==> config.mk <==
export PLATFORM = sky130hd
export DESIGN_NAME = scan_list_ctrl
export DESIGN_NICKNAME = d
export VERILOG_FILES = /design/src/rtl/scan_pkg.sv /design/src/rtl/list_mem_if.sv /design/src/rtl/list_mem.sv /design/src/rtl/scan_list_ctrl.sv
export VERILOG_INCLUDE_DIRS = /design/src /design/src/rtl
export SDC_FILE = /design/constraint.sdc
export NUM_CORES = 2
export LEC_CHECK = 0
export BUFFER_PORTS_ARGS = -buffer_cell sky130_fd_sc_hd__buf_2
export CAP_MARGIN = 20
export CORE_AREA = 2 2 341 343
export DETAILED_ROUTE_END_ITERATION = 12
export DIE_AREA = 0 0 343 345
export MAX_ROUTING_LAYER = met4
export PLACE_DENSITY_LB_ADDON = 0.12
export SLEW_MARGIN = 10
export SYNTH_ARGS = -nofsm -noshare
export SYNTH_HDL_FRONTEND = slang
export SYNTH_SLANG_ARGS = --single-unit
==> constraint.sdc <==
create_clock -name aclk -period 7.3 [get_ports aclk]
set_clock_uncertainty 0.15 [all_clocks]
set_input_delay 1.46 -clock aclk [delete_from_list [all_inputs] [get_ports aclk]]
set_output_delay 1.46 -clock aclk [all_outputs]
set_load 0.05 [all_outputs]
==> src/rtl/scan_defs.svh <==
// constants and functional notes for the simultaneous scan channel list
// Functional notes
// - large build has analog channels 0 to 11
// - small build has analog channels 0 to 5
// - one snapshot per tick, list order irrelevant
// - list holds 23 entries, or 17 small
// - channel 12 or 6 returns digital port
// - 32-bit value split low then high
// - counter halves at 13-16, or 7-10
// - decoder halves at 17-22, or 11-16
// - non-analog entries follow the analog path; code accepts them anywhere in the list
// - one input range for whole subsystem
// - gain fixed at one, not settable
// - internal pacing 0.75 S/s to 225 kS/s
// - external pacing on falling clock edge
// - external rate equals applied clock rate
// - same tick paces digital, counter, decoder
// - trigger and each tick capture everything
// - offset binary codes, clipped at limits
// - results fixed at sixteen bits
`ifndef SCAN_DEFS_SVH
`define SCAN_DEFS_SVH
`define A_CTRL 8'h00
`define A_PERIOD 8'h04
`define A_LADD 8'h08
`define A_LCLR 8'h0c
`define A_STAT 8'h10
`define A_INFO 8'h14
`define B_RUN 0
`define B_EXT 1
`define B_RNG5 2
`define RESP_OK 2'h0
`define RESP_ERR 2'h2
`define NAIN_L 5'h0c
`define NAIN_S 5'h06
`define DIG_L 5'h0c
`define DIG_S 5'h06
`define PAIR_L 5'h0d
`define PAIR_S 5'h07
`define NCH_L 5'h17
`define NCH_S 5'h11
`define LIST_DEPTH 5'h17
`define GAIN 8'h01
`define RES_BITS 8'h10
`define CLK_HZ 64'h0000_0000_05f5_e100
`define MAX_RATE_SPS 64'h0000_0000_0003_6ee8
`define MIN_RATE_MSPS 64'h0000_0000_0000_02ee
`define MSPS_SCALE 64'h0000_0000_0000_03e8
`define PER_MIN 32'((`CLK_HZ + `MAX_RATE_SPS - 64'h1) / `MAX_RATE_SPS)
`define PER_MAX_DEF 32'((`CLK_HZ * `MSPS_SCALE) / `MIN_RATE_MSPS)
`define CLIP_HI 18'sh07fff
`define CLIP_LO 18'sh38000
`define OB_FLIP 16'h8000
`define CODE_FS 16'hffff
`define CODE_ZS 16'h0000
`endif

==> src/rtl/scan_pkg.sv <==
// types shared by the scan list controller and its list memory
package scan_pkg;
  typedef enum logic [2:0] {
    ST_IDLE  = 3'h1,
    ST_FETCH = 3'h2,
    ST_SEND  = 3'h4
  } sweep_st_t;

  typedef struct packed {
    logic [11:0][15:0] ain;
    logic [15:0]       dig;
    logic [4:0][31:0]  pair;
  } snap_t;

  typedef struct packed {
    logic [22:0][4:0] word;
    logic [4:0]       rdata;
  } mem_t;

  typedef struct packed {
    sweep_st_t  fsm;
    logic       awready;
    logic       wready;
    logic       arready;
    logic       aw_got;
    logic [7:0] awaddr;
    logic       w_got;
    logic [31:0] wdata;
    logic [3:0] wstrb;
    logic       bvalid;
    logic [1:0] bresp;
    logic       rvalid;
    logic [31:0] rdata;
    logic [1:0] rresp;
    logic       run;
    logic       ext;
    logic       rng5;
    logic [31:0] period;
    logic [31:0] div;
    logic [4:0] len;
    logic [31:0] used;
    logic       err;
    logic [2:0] xs;
    logic [15:0] d1;
    logic [15:0] d2;
    logic [4:0] idx;
    snap_t      snap;
    logic       conv_start;
    logic [15:0] ticks;
    logic       word_valid;
    logic [15:0] word_data;
    logic [4:0] word_entry;
    logic       word_last;
  } ctl_t;
endpackage

==> src/rtl/list_mem_if.sv <==
// write and read port between the controller and the list memory
`timescale 1ns/1ps
`default_nettype none
interface list_mem_if;
  logic       we;
  logic [4:0] waddr;
  logic [4:0] wdata;
  logic [4:0] raddr;
  logic [4:0] rdata;
  modport ctl (output we, output waddr, output wdata, output raddr, input rdata);
  modport mem (input we, input waddr, input wdata, input raddr, output rdata);
endinterface
`default_nettype wire

==> src/rtl/list_mem.sv <==
// channel list storage with registered read data
`timescale 1ns/1ps
`default_nettype none
`include "scan_defs.svh"
module list_mem
  import scan_pkg::*;
(
  input wire logic aclk,
  input wire logic aresetn,
  list_mem_if.mem  port
);
  mem_t m_q;
  mem_t m_d;

  always_comb begin
    m_d = m_q;
    if (port.we && port.waddr < `LIST_DEPTH) begin
      m_d.word[port.waddr] = port.wdata;
    end
    m_d.rdata = (port.raddr < `LIST_DEPTH) ? m_q.word[port.raddr] : 5'h00;
  end

  always_ff @(posedge aclk) begin
    if (!aresetn) begin
      m_q <= '0;
    end else begin
      m_q <= m_d;
    end
  end

  assign port.rdata = m_q.rdata;
endmodule
`default_nettype wire

==> src/rtl/scan_list_ctrl.sv <==
// scan list controller: register slave, sample pacing, snapshot and word stream
//
// Added by the designer: the register addresses and the AXI4-Lite register port.
`timescale 1ns/1ps
`default_nettype none
`include "scan_defs.svh"
module scan_list_ctrl
  import scan_pkg::*;
#(
  parameter bit          LARGE   = 1'b1,
  parameter logic [31:0] PER_MAX = `PER_MAX_DEF
) (
  input  wire logic                aclk,
  input  wire logic                aresetn,
  input  wire logic                awvalid,
  output logic                     awready,
  input  wire logic [7:0]          awaddr,
  input  wire logic                wvalid,
  output logic                     wready,
  input  wire logic [31:0]         wdata,
  input  wire logic [3:0]          wstrb,
  output logic                     bvalid,
  input  wire logic                bready,
  output logic [1:0]               bresp,
  input  wire logic                arvalid,
  output logic                     arready,
  input  wire logic [7:0]          araddr,
  output logic                     rvalid,
  input  wire logic                rready,
  output logic [31:0]              rdata,
  output logic [1:0]               rresp,
  input  wire logic [11:0][17:0]   ain_raw,
  input  wire logic [15:0]         din,
  input  wire logic                ext_clk,
  input  wire logic [4:0][31:0]    pair_in,
  output logic                     conv_start,
  output logic                     range_5v,
  output logic                     word_valid,
  output logic [15:0]              word_data,
  output logic [4:0]               word_entry,
  output logic                     word_last
);
  localparam logic [4:0] NAIN  = LARGE ? `NAIN_L : `NAIN_S;
  localparam logic [4:0] DIG   = LARGE ? `DIG_L : `DIG_S;
  localparam logic [4:0] PBASE = LARGE ? `PAIR_L : `PAIR_S;
  localparam logic [4:0] NCH   = LARGE ? `NCH_L : `NCH_S;
  localparam logic [31:0] PMIN = `PER_MIN;

  ctl_t s_q;
  ctl_t s_d;
  logic mem_we;
  list_mem_if mif ();

  list_mem u_mem (
    .aclk    (aclk),
    .aresetn (aresetn),
    .port    (mif)
  );

  // offset binary with clipping at both ends
  function automatic logic [15:0] clip(input logic signed [17:0] r);
    if (r > `CLIP_HI) return `CODE_FS;
    if (r < `CLIP_LO) return `CODE_ZS;
    return r[15:0] ^ `OB_FLIP;
  endfunction

  // every entry reads the same snapshot
  function automatic logic [15:0] pick(input snap_t s, input logic [4:0] ch);
    logic [4:0] k;
    k = 5'(ch - PBASE);
    if (ch < NAIN) return s.ain[ch[3:0]];
    if (ch == DIG) return s.dig;
    return k[0] ? s.pair[k[3:1]][31:16] : s.pair[k[3:1]][15:0];
  endfunction

  // halves must be listed together before a start
  function automatic logic pairs_ok(input logic [31:0] u);
    logic ok;
    ok = 1'b1;
    for (int k = 0; k < 5; k++) begin
      if (u[int'(PBASE) + 2 * k] != u[int'(PBASE) + 2 * k + 1]) ok = 1'b0;
    end
    return ok;
  endfunction

  always_comb begin
    logic        tick;
    logic        we_c;
    logic [31:0] mask;
    logic [31:0] cv;
    logic [31:0] pv;
    logic [4:0]  ch;
    tick = 1'b0;
    we_c = 1'b0;
    mask = {{8{s_q.wstrb[3]}}, {8{s_q.wstrb[2]}}, {8{s_q.wstrb[1]}}, {8{s_q.wstrb[0]}}};
    cv   = '0;
    pv   = '0;
    ch   = s_q.wdata[4:0];
    s_d  = s_q;
    s_d.word_valid = 1'b0;
    s_d.conv_start = 1'b0;
    s_d.d1 = din;
    s_d.d2 = s_q.d1;
    s_d.xs = {s_q.xs[1:0], ext_clk};

    // sample pacing; external edges count only after two sync stages
    if (s_q.run) begin
      if (s_q.ext) begin
        // one tick per falling edge, no division
        if (s_q.xs[2] && !s_q.xs[1]) tick = 1'b1;
      end else if (s_q.div == '0) begin
        tick = 1'b1;
        s_d.div = s_q.period - 32'h1;
      end else begin
        s_d.div = s_q.div - 32'h1;
      end
    end

    if (awvalid && s_q.awready) begin
      s_d.aw_got = 1'b1;
      s_d.awaddr = awaddr;
    end
    if (wvalid && s_q.wready) begin
      s_d.w_got = 1'b1;
      s_d.wdata = wdata;
      s_d.wstrb = wstrb;
    end
    if (bready && s_q.bvalid) s_d.bvalid = 1'b0;

    if (s_q.aw_got && s_q.w_got && !s_q.bvalid) begin
      s_d.aw_got = 1'b0;
      s_d.w_got  = 1'b0;
      s_d.bvalid = 1'b1;
      s_d.bresp  = `RESP_OK;
      case ({s_q.awaddr[7:2], 2'h0})
        `A_CTRL: begin
          cv = ({29'h0, s_q.rng5, s_q.ext, s_q.run} & ~mask) | (s_q.wdata & mask);
          s_d.ext  = cv[`B_EXT];
          // one range bit for the whole subsystem
          s_d.rng5 = cv[`B_RNG5];
          if (cv[`B_RUN] && !s_q.run) begin
            // refuse unpaired, empty or mid-sweep; else trigger now
            if (pairs_ok(s_q.used) && s_q.len != 5'h00 && s_q.fsm == ST_IDLE) begin
              s_d.run = 1'b1;
              tick    = 1'b1;
              s_d.div = s_q.period - 32'h1;
            end else begin
              s_d.err = 1'b1;
            end
          end else if (!cv[`B_RUN]) begin
            s_d.run = 1'b0;
          end
        end
        `A_PERIOD: begin
          pv = (s_q.period & ~mask) | (s_q.wdata & mask);
          // clamp to the supported rate window
          if (pv < PMIN) pv = PMIN;
          if (pv > PER_MAX) pv = PER_MAX;
          s_d.period = pv;
        end
        `A_LADD: begin
          if (s_q.wstrb[0]) begin
            // reject duplicates, unknown channels and overflow
            if (s_q.run || s_q.fsm != ST_IDLE || ch >= NCH || s_q.used[ch] || s_q.len >= NCH) begin
              s_d.err = 1'b1;
            end else begin
              we_c = 1'b1;
              s_d.used[ch] = 1'b1;
              s_d.len = s_q.len + 5'h01;
            end
          end
        end
        `A_LCLR: begin
          if (!s_q.run && s_q.fsm == ST_IDLE) begin
            s_d.len  = 5'h00;
            s_d.used = '0;
            s_d.err  = 1'b0;
          end
        end
        default: s_d.bresp = `RESP_ERR;
      endcase
    end

    if (rready && s_q.rvalid) s_d.rvalid = 1'b0;
    if (arvalid && s_q.arready) begin
      s_d.rvalid = 1'b1;
      s_d.rresp  = `RESP_OK;
      case ({araddr[7:2], 2'h0})
        `A_CTRL:   s_d.rdata = {29'h0, s_q.rng5, s_q.ext, s_q.run};
        `A_PERIOD: s_d.rdata = s_q.period;
        `A_LADD:   s_d.rdata = {27'h0, s_q.len};
        `A_LCLR:   s_d.rdata = '0;
        `A_STAT:   s_d.rdata = {s_q.ticks, 13'h0, s_q.fsm != ST_IDLE, s_q.err, s_q.run};
        // gain and resolution are read-only constants
        `A_INFO:   s_d.rdata = {`GAIN, `RES_BITS, 3'h0, NCH, 7'h0, LARGE};
        default: begin
          s_d.rdata = '0;
          s_d.rresp = `RESP_ERR;
        end
      endcase
    end

    unique case (s_q.fsm)
      ST_IDLE: begin
        // one capture of every source per tick
        if (tick) begin
          for (int i = 0; i < 12; i++) s_d.snap.ain[i] = clip(ain_raw[i]);
          s_d.snap.dig   = s_q.d2;
          s_d.snap.pair  = pair_in;
          s_d.conv_start = 1'b1;
          s_d.ticks      = s_q.ticks + 16'h0001;
          s_d.idx        = 5'h00;
          s_d.fsm        = ST_FETCH;
        end
      end
      ST_FETCH: s_d.fsm = ST_SEND;
      ST_SEND: begin
        // one word per entry, in list order
        s_d.word_valid = 1'b1;
        s_d.word_data  = pick(s_q.snap, mif.rdata);
        s_d.word_entry = s_q.idx;
        s_d.word_last  = (s_q.idx == s_q.len - 5'h01);
        if (s_q.idx == s_q.len - 5'h01) begin
          s_d.fsm = ST_IDLE;
        end else begin
          s_d.idx = s_q.idx + 5'h01;
          s_d.fsm = ST_FETCH;
        end
      end
    endcase

    s_d.awready = !s_d.aw_got && !s_d.bvalid;
    s_d.wready  = !s_d.w_got && !s_d.bvalid;
    s_d.arready = !s_d.rvalid;
    mem_we = we_c;
  end

  assign mif.we    = mem_we;
  assign mif.waddr = s_q.len;
  assign mif.wdata = s_q.wdata[4:0];
  assign mif.raddr = s_q.idx;

  always_ff @(posedge aclk) begin
    if (!aresetn) begin
      s_q         <= '0;
      s_q.fsm     <= ST_IDLE;
      s_q.period  <= PMIN;
      s_q.awready <= 1'b1;
      s_q.wready  <= 1'b1;
      s_q.arready <= 1'b1;
    end else begin
      s_q <= s_d;
    end
  end

  assign awready    = s_q.awready;
  assign wready     = s_q.wready;
  assign arready    = s_q.arready;
  assign bvalid     = s_q.bvalid;
  assign bresp      = s_q.bresp;
  assign rvalid     = s_q.rvalid;
  assign rdata      = s_q.rdata;
  assign rresp      = s_q.rresp;
  assign conv_start = s_q.conv_start;
  assign range_5v   = s_q.rng5;
  assign word_valid = s_q.word_valid;
  assign word_data  = s_q.word_data;
  assign word_entry = s_q.word_entry;
  assign word_last  = s_q.word_last;

  // words seen since the last tick, for the sweep checks
  logic [4:0] seen_q;
  always_ff @(posedge aclk) begin
    if (!aresetn || s_q.conv_start) begin
      seen_q <= 5'h00;
    end else if (s_q.word_valid) begin
      seen_q <= seen_q + 5'h01;
    end
  end
endmodule
`default_nettype wire

==> impl_metrics.ini <==
[outcome]
status = complete, no violations

[cts]
post_cts_buffers = 0
cts-root-buf = clkbuf_16
clkTransAtPathRegs_ps = 60
clkSinkCount = 754
worstSkewPairLatency_ps = 660
cts.path.max_buffers = 3
cts_tree = done
hold_buffers = 0
numCtsBuffers = 90
cts-resized-gates = 0
h-tree-depth = 3

[drt]
ant_nets = 0
wl_per_cell_um = 20.8
wirelength_mm = 120
via_per_inst = 4.97
drtIter0Drc = 2010
first_pass_iters = 7
routed-via-count = 28600
drc = 0

[floorplan]
core_sq_mm = 0.115
die_h_um = 345
boundaryPins = 518
rows = 125
dieArea_sq_mm = 0.118
dieWidth_um = 343
start_util_pct = 29.7

[min_path]
min_path_type = flop to flop

[power_and_ir_drop]
powerDensity_mw_per_mm2 = 226
leakagePower_uw = 0.0154
ir_drop_v = 0.000144
finalPower_uw = 9100

[global_routing]
grt_max_degree = 236
grt_busiest_layer = met2
grt_use_met2_pct = 30.6
overflow = 0
grtUsageMet1_pct = 27.7
grt_usage_pct = 20.1
grt_pass1_vias = 27700
antenna_found_initial = 16
grt_pass1_wl_mm = 178
use_met3_pct = 3.33

[yosys]
syn_area_sq_mm = 0.0342
synth_cell_types = 82
synthArstFlopShare_pct = 0
yosysWarnings = 0
avgSynthCellArea_sq_um = 8.78
ys_seq_elements = 754
synthCells = 3897
ys_seq_area_share_pct = 44.1
synth-edff-count = 0
yosys_most_used_dff = dfxtp_1

[timing]
slew_headroom_pct = 26.9
report.final.hold_viol_count = 0
drv_slew = 0
fin_crit_ps = 4430
fin_crit_sh_pct = 60.6
rsz0062_at_grt = no
setup_viol = 0
fmax_ghz = 0.226
finalWorstSetupSlack_ps = 2870
tightest_slew_ps = 1100
fin_setup_tns_ps = 0

[finish]
nNetsFinal = 4628
fillCellCount = 12200
most-common-layout-cells = dfxtp_1 (750), nand2_1 (581), buf_2 (511)
synthToLayoutAreaGrowth_pct = 17.5
final_common_cell = dfxtp_1
drive_above_1_share_pct = 20.8

[setup_path]
required_ps = 7650
crit_chain = buf_4 -> inv_1 -> ha_2 -> buf_4 -> mux4_2 -> nand2_1 -> a21oi_1 -> a31oi_1 -> a211oi_1 -> a21oi_1 -> a21oi_1
crit_type = flop to flop
path_max_fanout = 50
cp_slowest_cell = ha_2
cp-start-kind = flop
crit_buf_inv = 3
crit_top_cell = a21oi_1
cp.arrival_ps = 4770
cpPeakStageDelay_ps = 800
path_delay_family = buffers and inverters
worstSetupEndpointType = flop

[placed_design]
io_buffers = 511
preCtsSetupSlack_ps = 2800
dpl.hpwl_mm = 83.4
gp_congestion = 0.838

[flow_run]
cap_violations = 0
[Yosys cell counts, types with 48 or more instances]
master / count / share of area (%)
buf_4: 58 / 1.3
and2_1: 52 / 0.95
dfxtp_1: 754 / 44
mux2i_1: 158 / 4.6
mux4_2: 116 / 7.6
clkbuf_1: 232 / 2.5
a21oi_1: 344 / 5.0
nor2_1: 313 / 3.4
nand2_1: 581 / 6.4
o21ai_0: 395 / 5.8
a211oi_1: 48 / 1.1
nand3_1: 217 / 3.2
[stage by stage]
stage                     instances  area [sq um]  utilization, %  hold slack [ps]
after global routing           5761         40200            34.9              301
after CTS                      5746         40100            34.9              287
after floorplan                3898         34200               -              262
after global placement         5592         37200            32.4              275
after detailed placement       5593         37300            32.4              269
final                          5763         40200            34.9              287
[worst reg2reg max path: cells and delay by family, from the launching register on]
kind | cells | cell delay (ps)
fa+ha+maj | 1 | 800
mux | 1 | 630
compound gates | 5 | 840
buf+inv | 3 | 1460
simple gates | 1 | 100
flops | 1 | 310
[final timing paths]
path / end / from / cells after the start / slack, ps
max reg2reg: word_data[1]$_SDFFE_PN0P_ / u_mem.port.rdata[1]$_SDFF_PN0_ / 11 / 2870
min: s_q[212]$_SDFFE_PN0P_ / s_q[425]$_SDFF_PN0_ / 2 / 290
min reg2reg: s_q[212]$_SDFFE_PN0P_ / s_q[425]$_SDFF_PN0_ / 2 / 290
max: word_data[1]$_SDFFE_PN0P_ / u_mem.port.rdata[1]$_SDFF_PN0_ / 11 / 2870
[state kept, by name, summed over array words and instances (netlist names), 5 cells and up, named ones only]
signal and count:
u_mem.port.rdata 5, rdata 32, mif.raddr 5, s_q 536, s_d 18, u_mem.m_q 115, mif.wdata 5, word_entry 5
word_data 16, mif.waddr 5
[logic make-up (layout without fill, tap and decap cells)]
group | Yosys count | count (layout) | synth area share [%]
buffers and inverters | 425 | 752 | 5.92
AOI/OAI and AO/OA | 945 | 945 | 15.5
DFF | 754 | 754 | 44.1
and+or+nand+nor | 1378 | 1378 | 18.9
other | 1 | 16 | 0.0110
adders and majority gates | 12 | 12 | 0.439
muxes | 296 | 296 | 13.0
xor gates and xnor gates | 86 | 86 | 2.20
[layer usage]
layer	share of wire [%]	wire (um)	vias up
met5	0	0	-
met3	4.8	5760	146
li1	-	-	14200
met4	2.4	2820	0
met2	45	54200	631
met1	48	56900	13700
[final cells by class]
| class | count | area (sq um) | share of cell area [%] |
|---|---|---|---|
| well taps | 1524 | 1910 | 4.74 |
| flip-flops and latches | 754 | 15100 | 37.6 |
| clock inverters | 16 | 206 | 0.514 |
| repair buffers | 558 | 2990 | 7.44 |
| multi-input cells | 2719 | 17100 | 42.6 |
| inverters | 41 | 161 | 0.402 |
| clock buffers | 137 | 2660 | 6.62 |
| diodes | 14 | 35.0 | 0.0872 |
[where the power goes]
| group | switching [uW] | leakage (uW) | internal [uW] | total, uW |
|---|---|---|---|---|
| Combinational | 314 | 0.00785 | 163 | 477 |
| Sequential | 37.9 | 0.00609 | 4150 | 4180 |
| Clock | 1800 | 0.00141 | 2630 | 4430 |
Note: power is estimated with default switching activity, not from simulation.
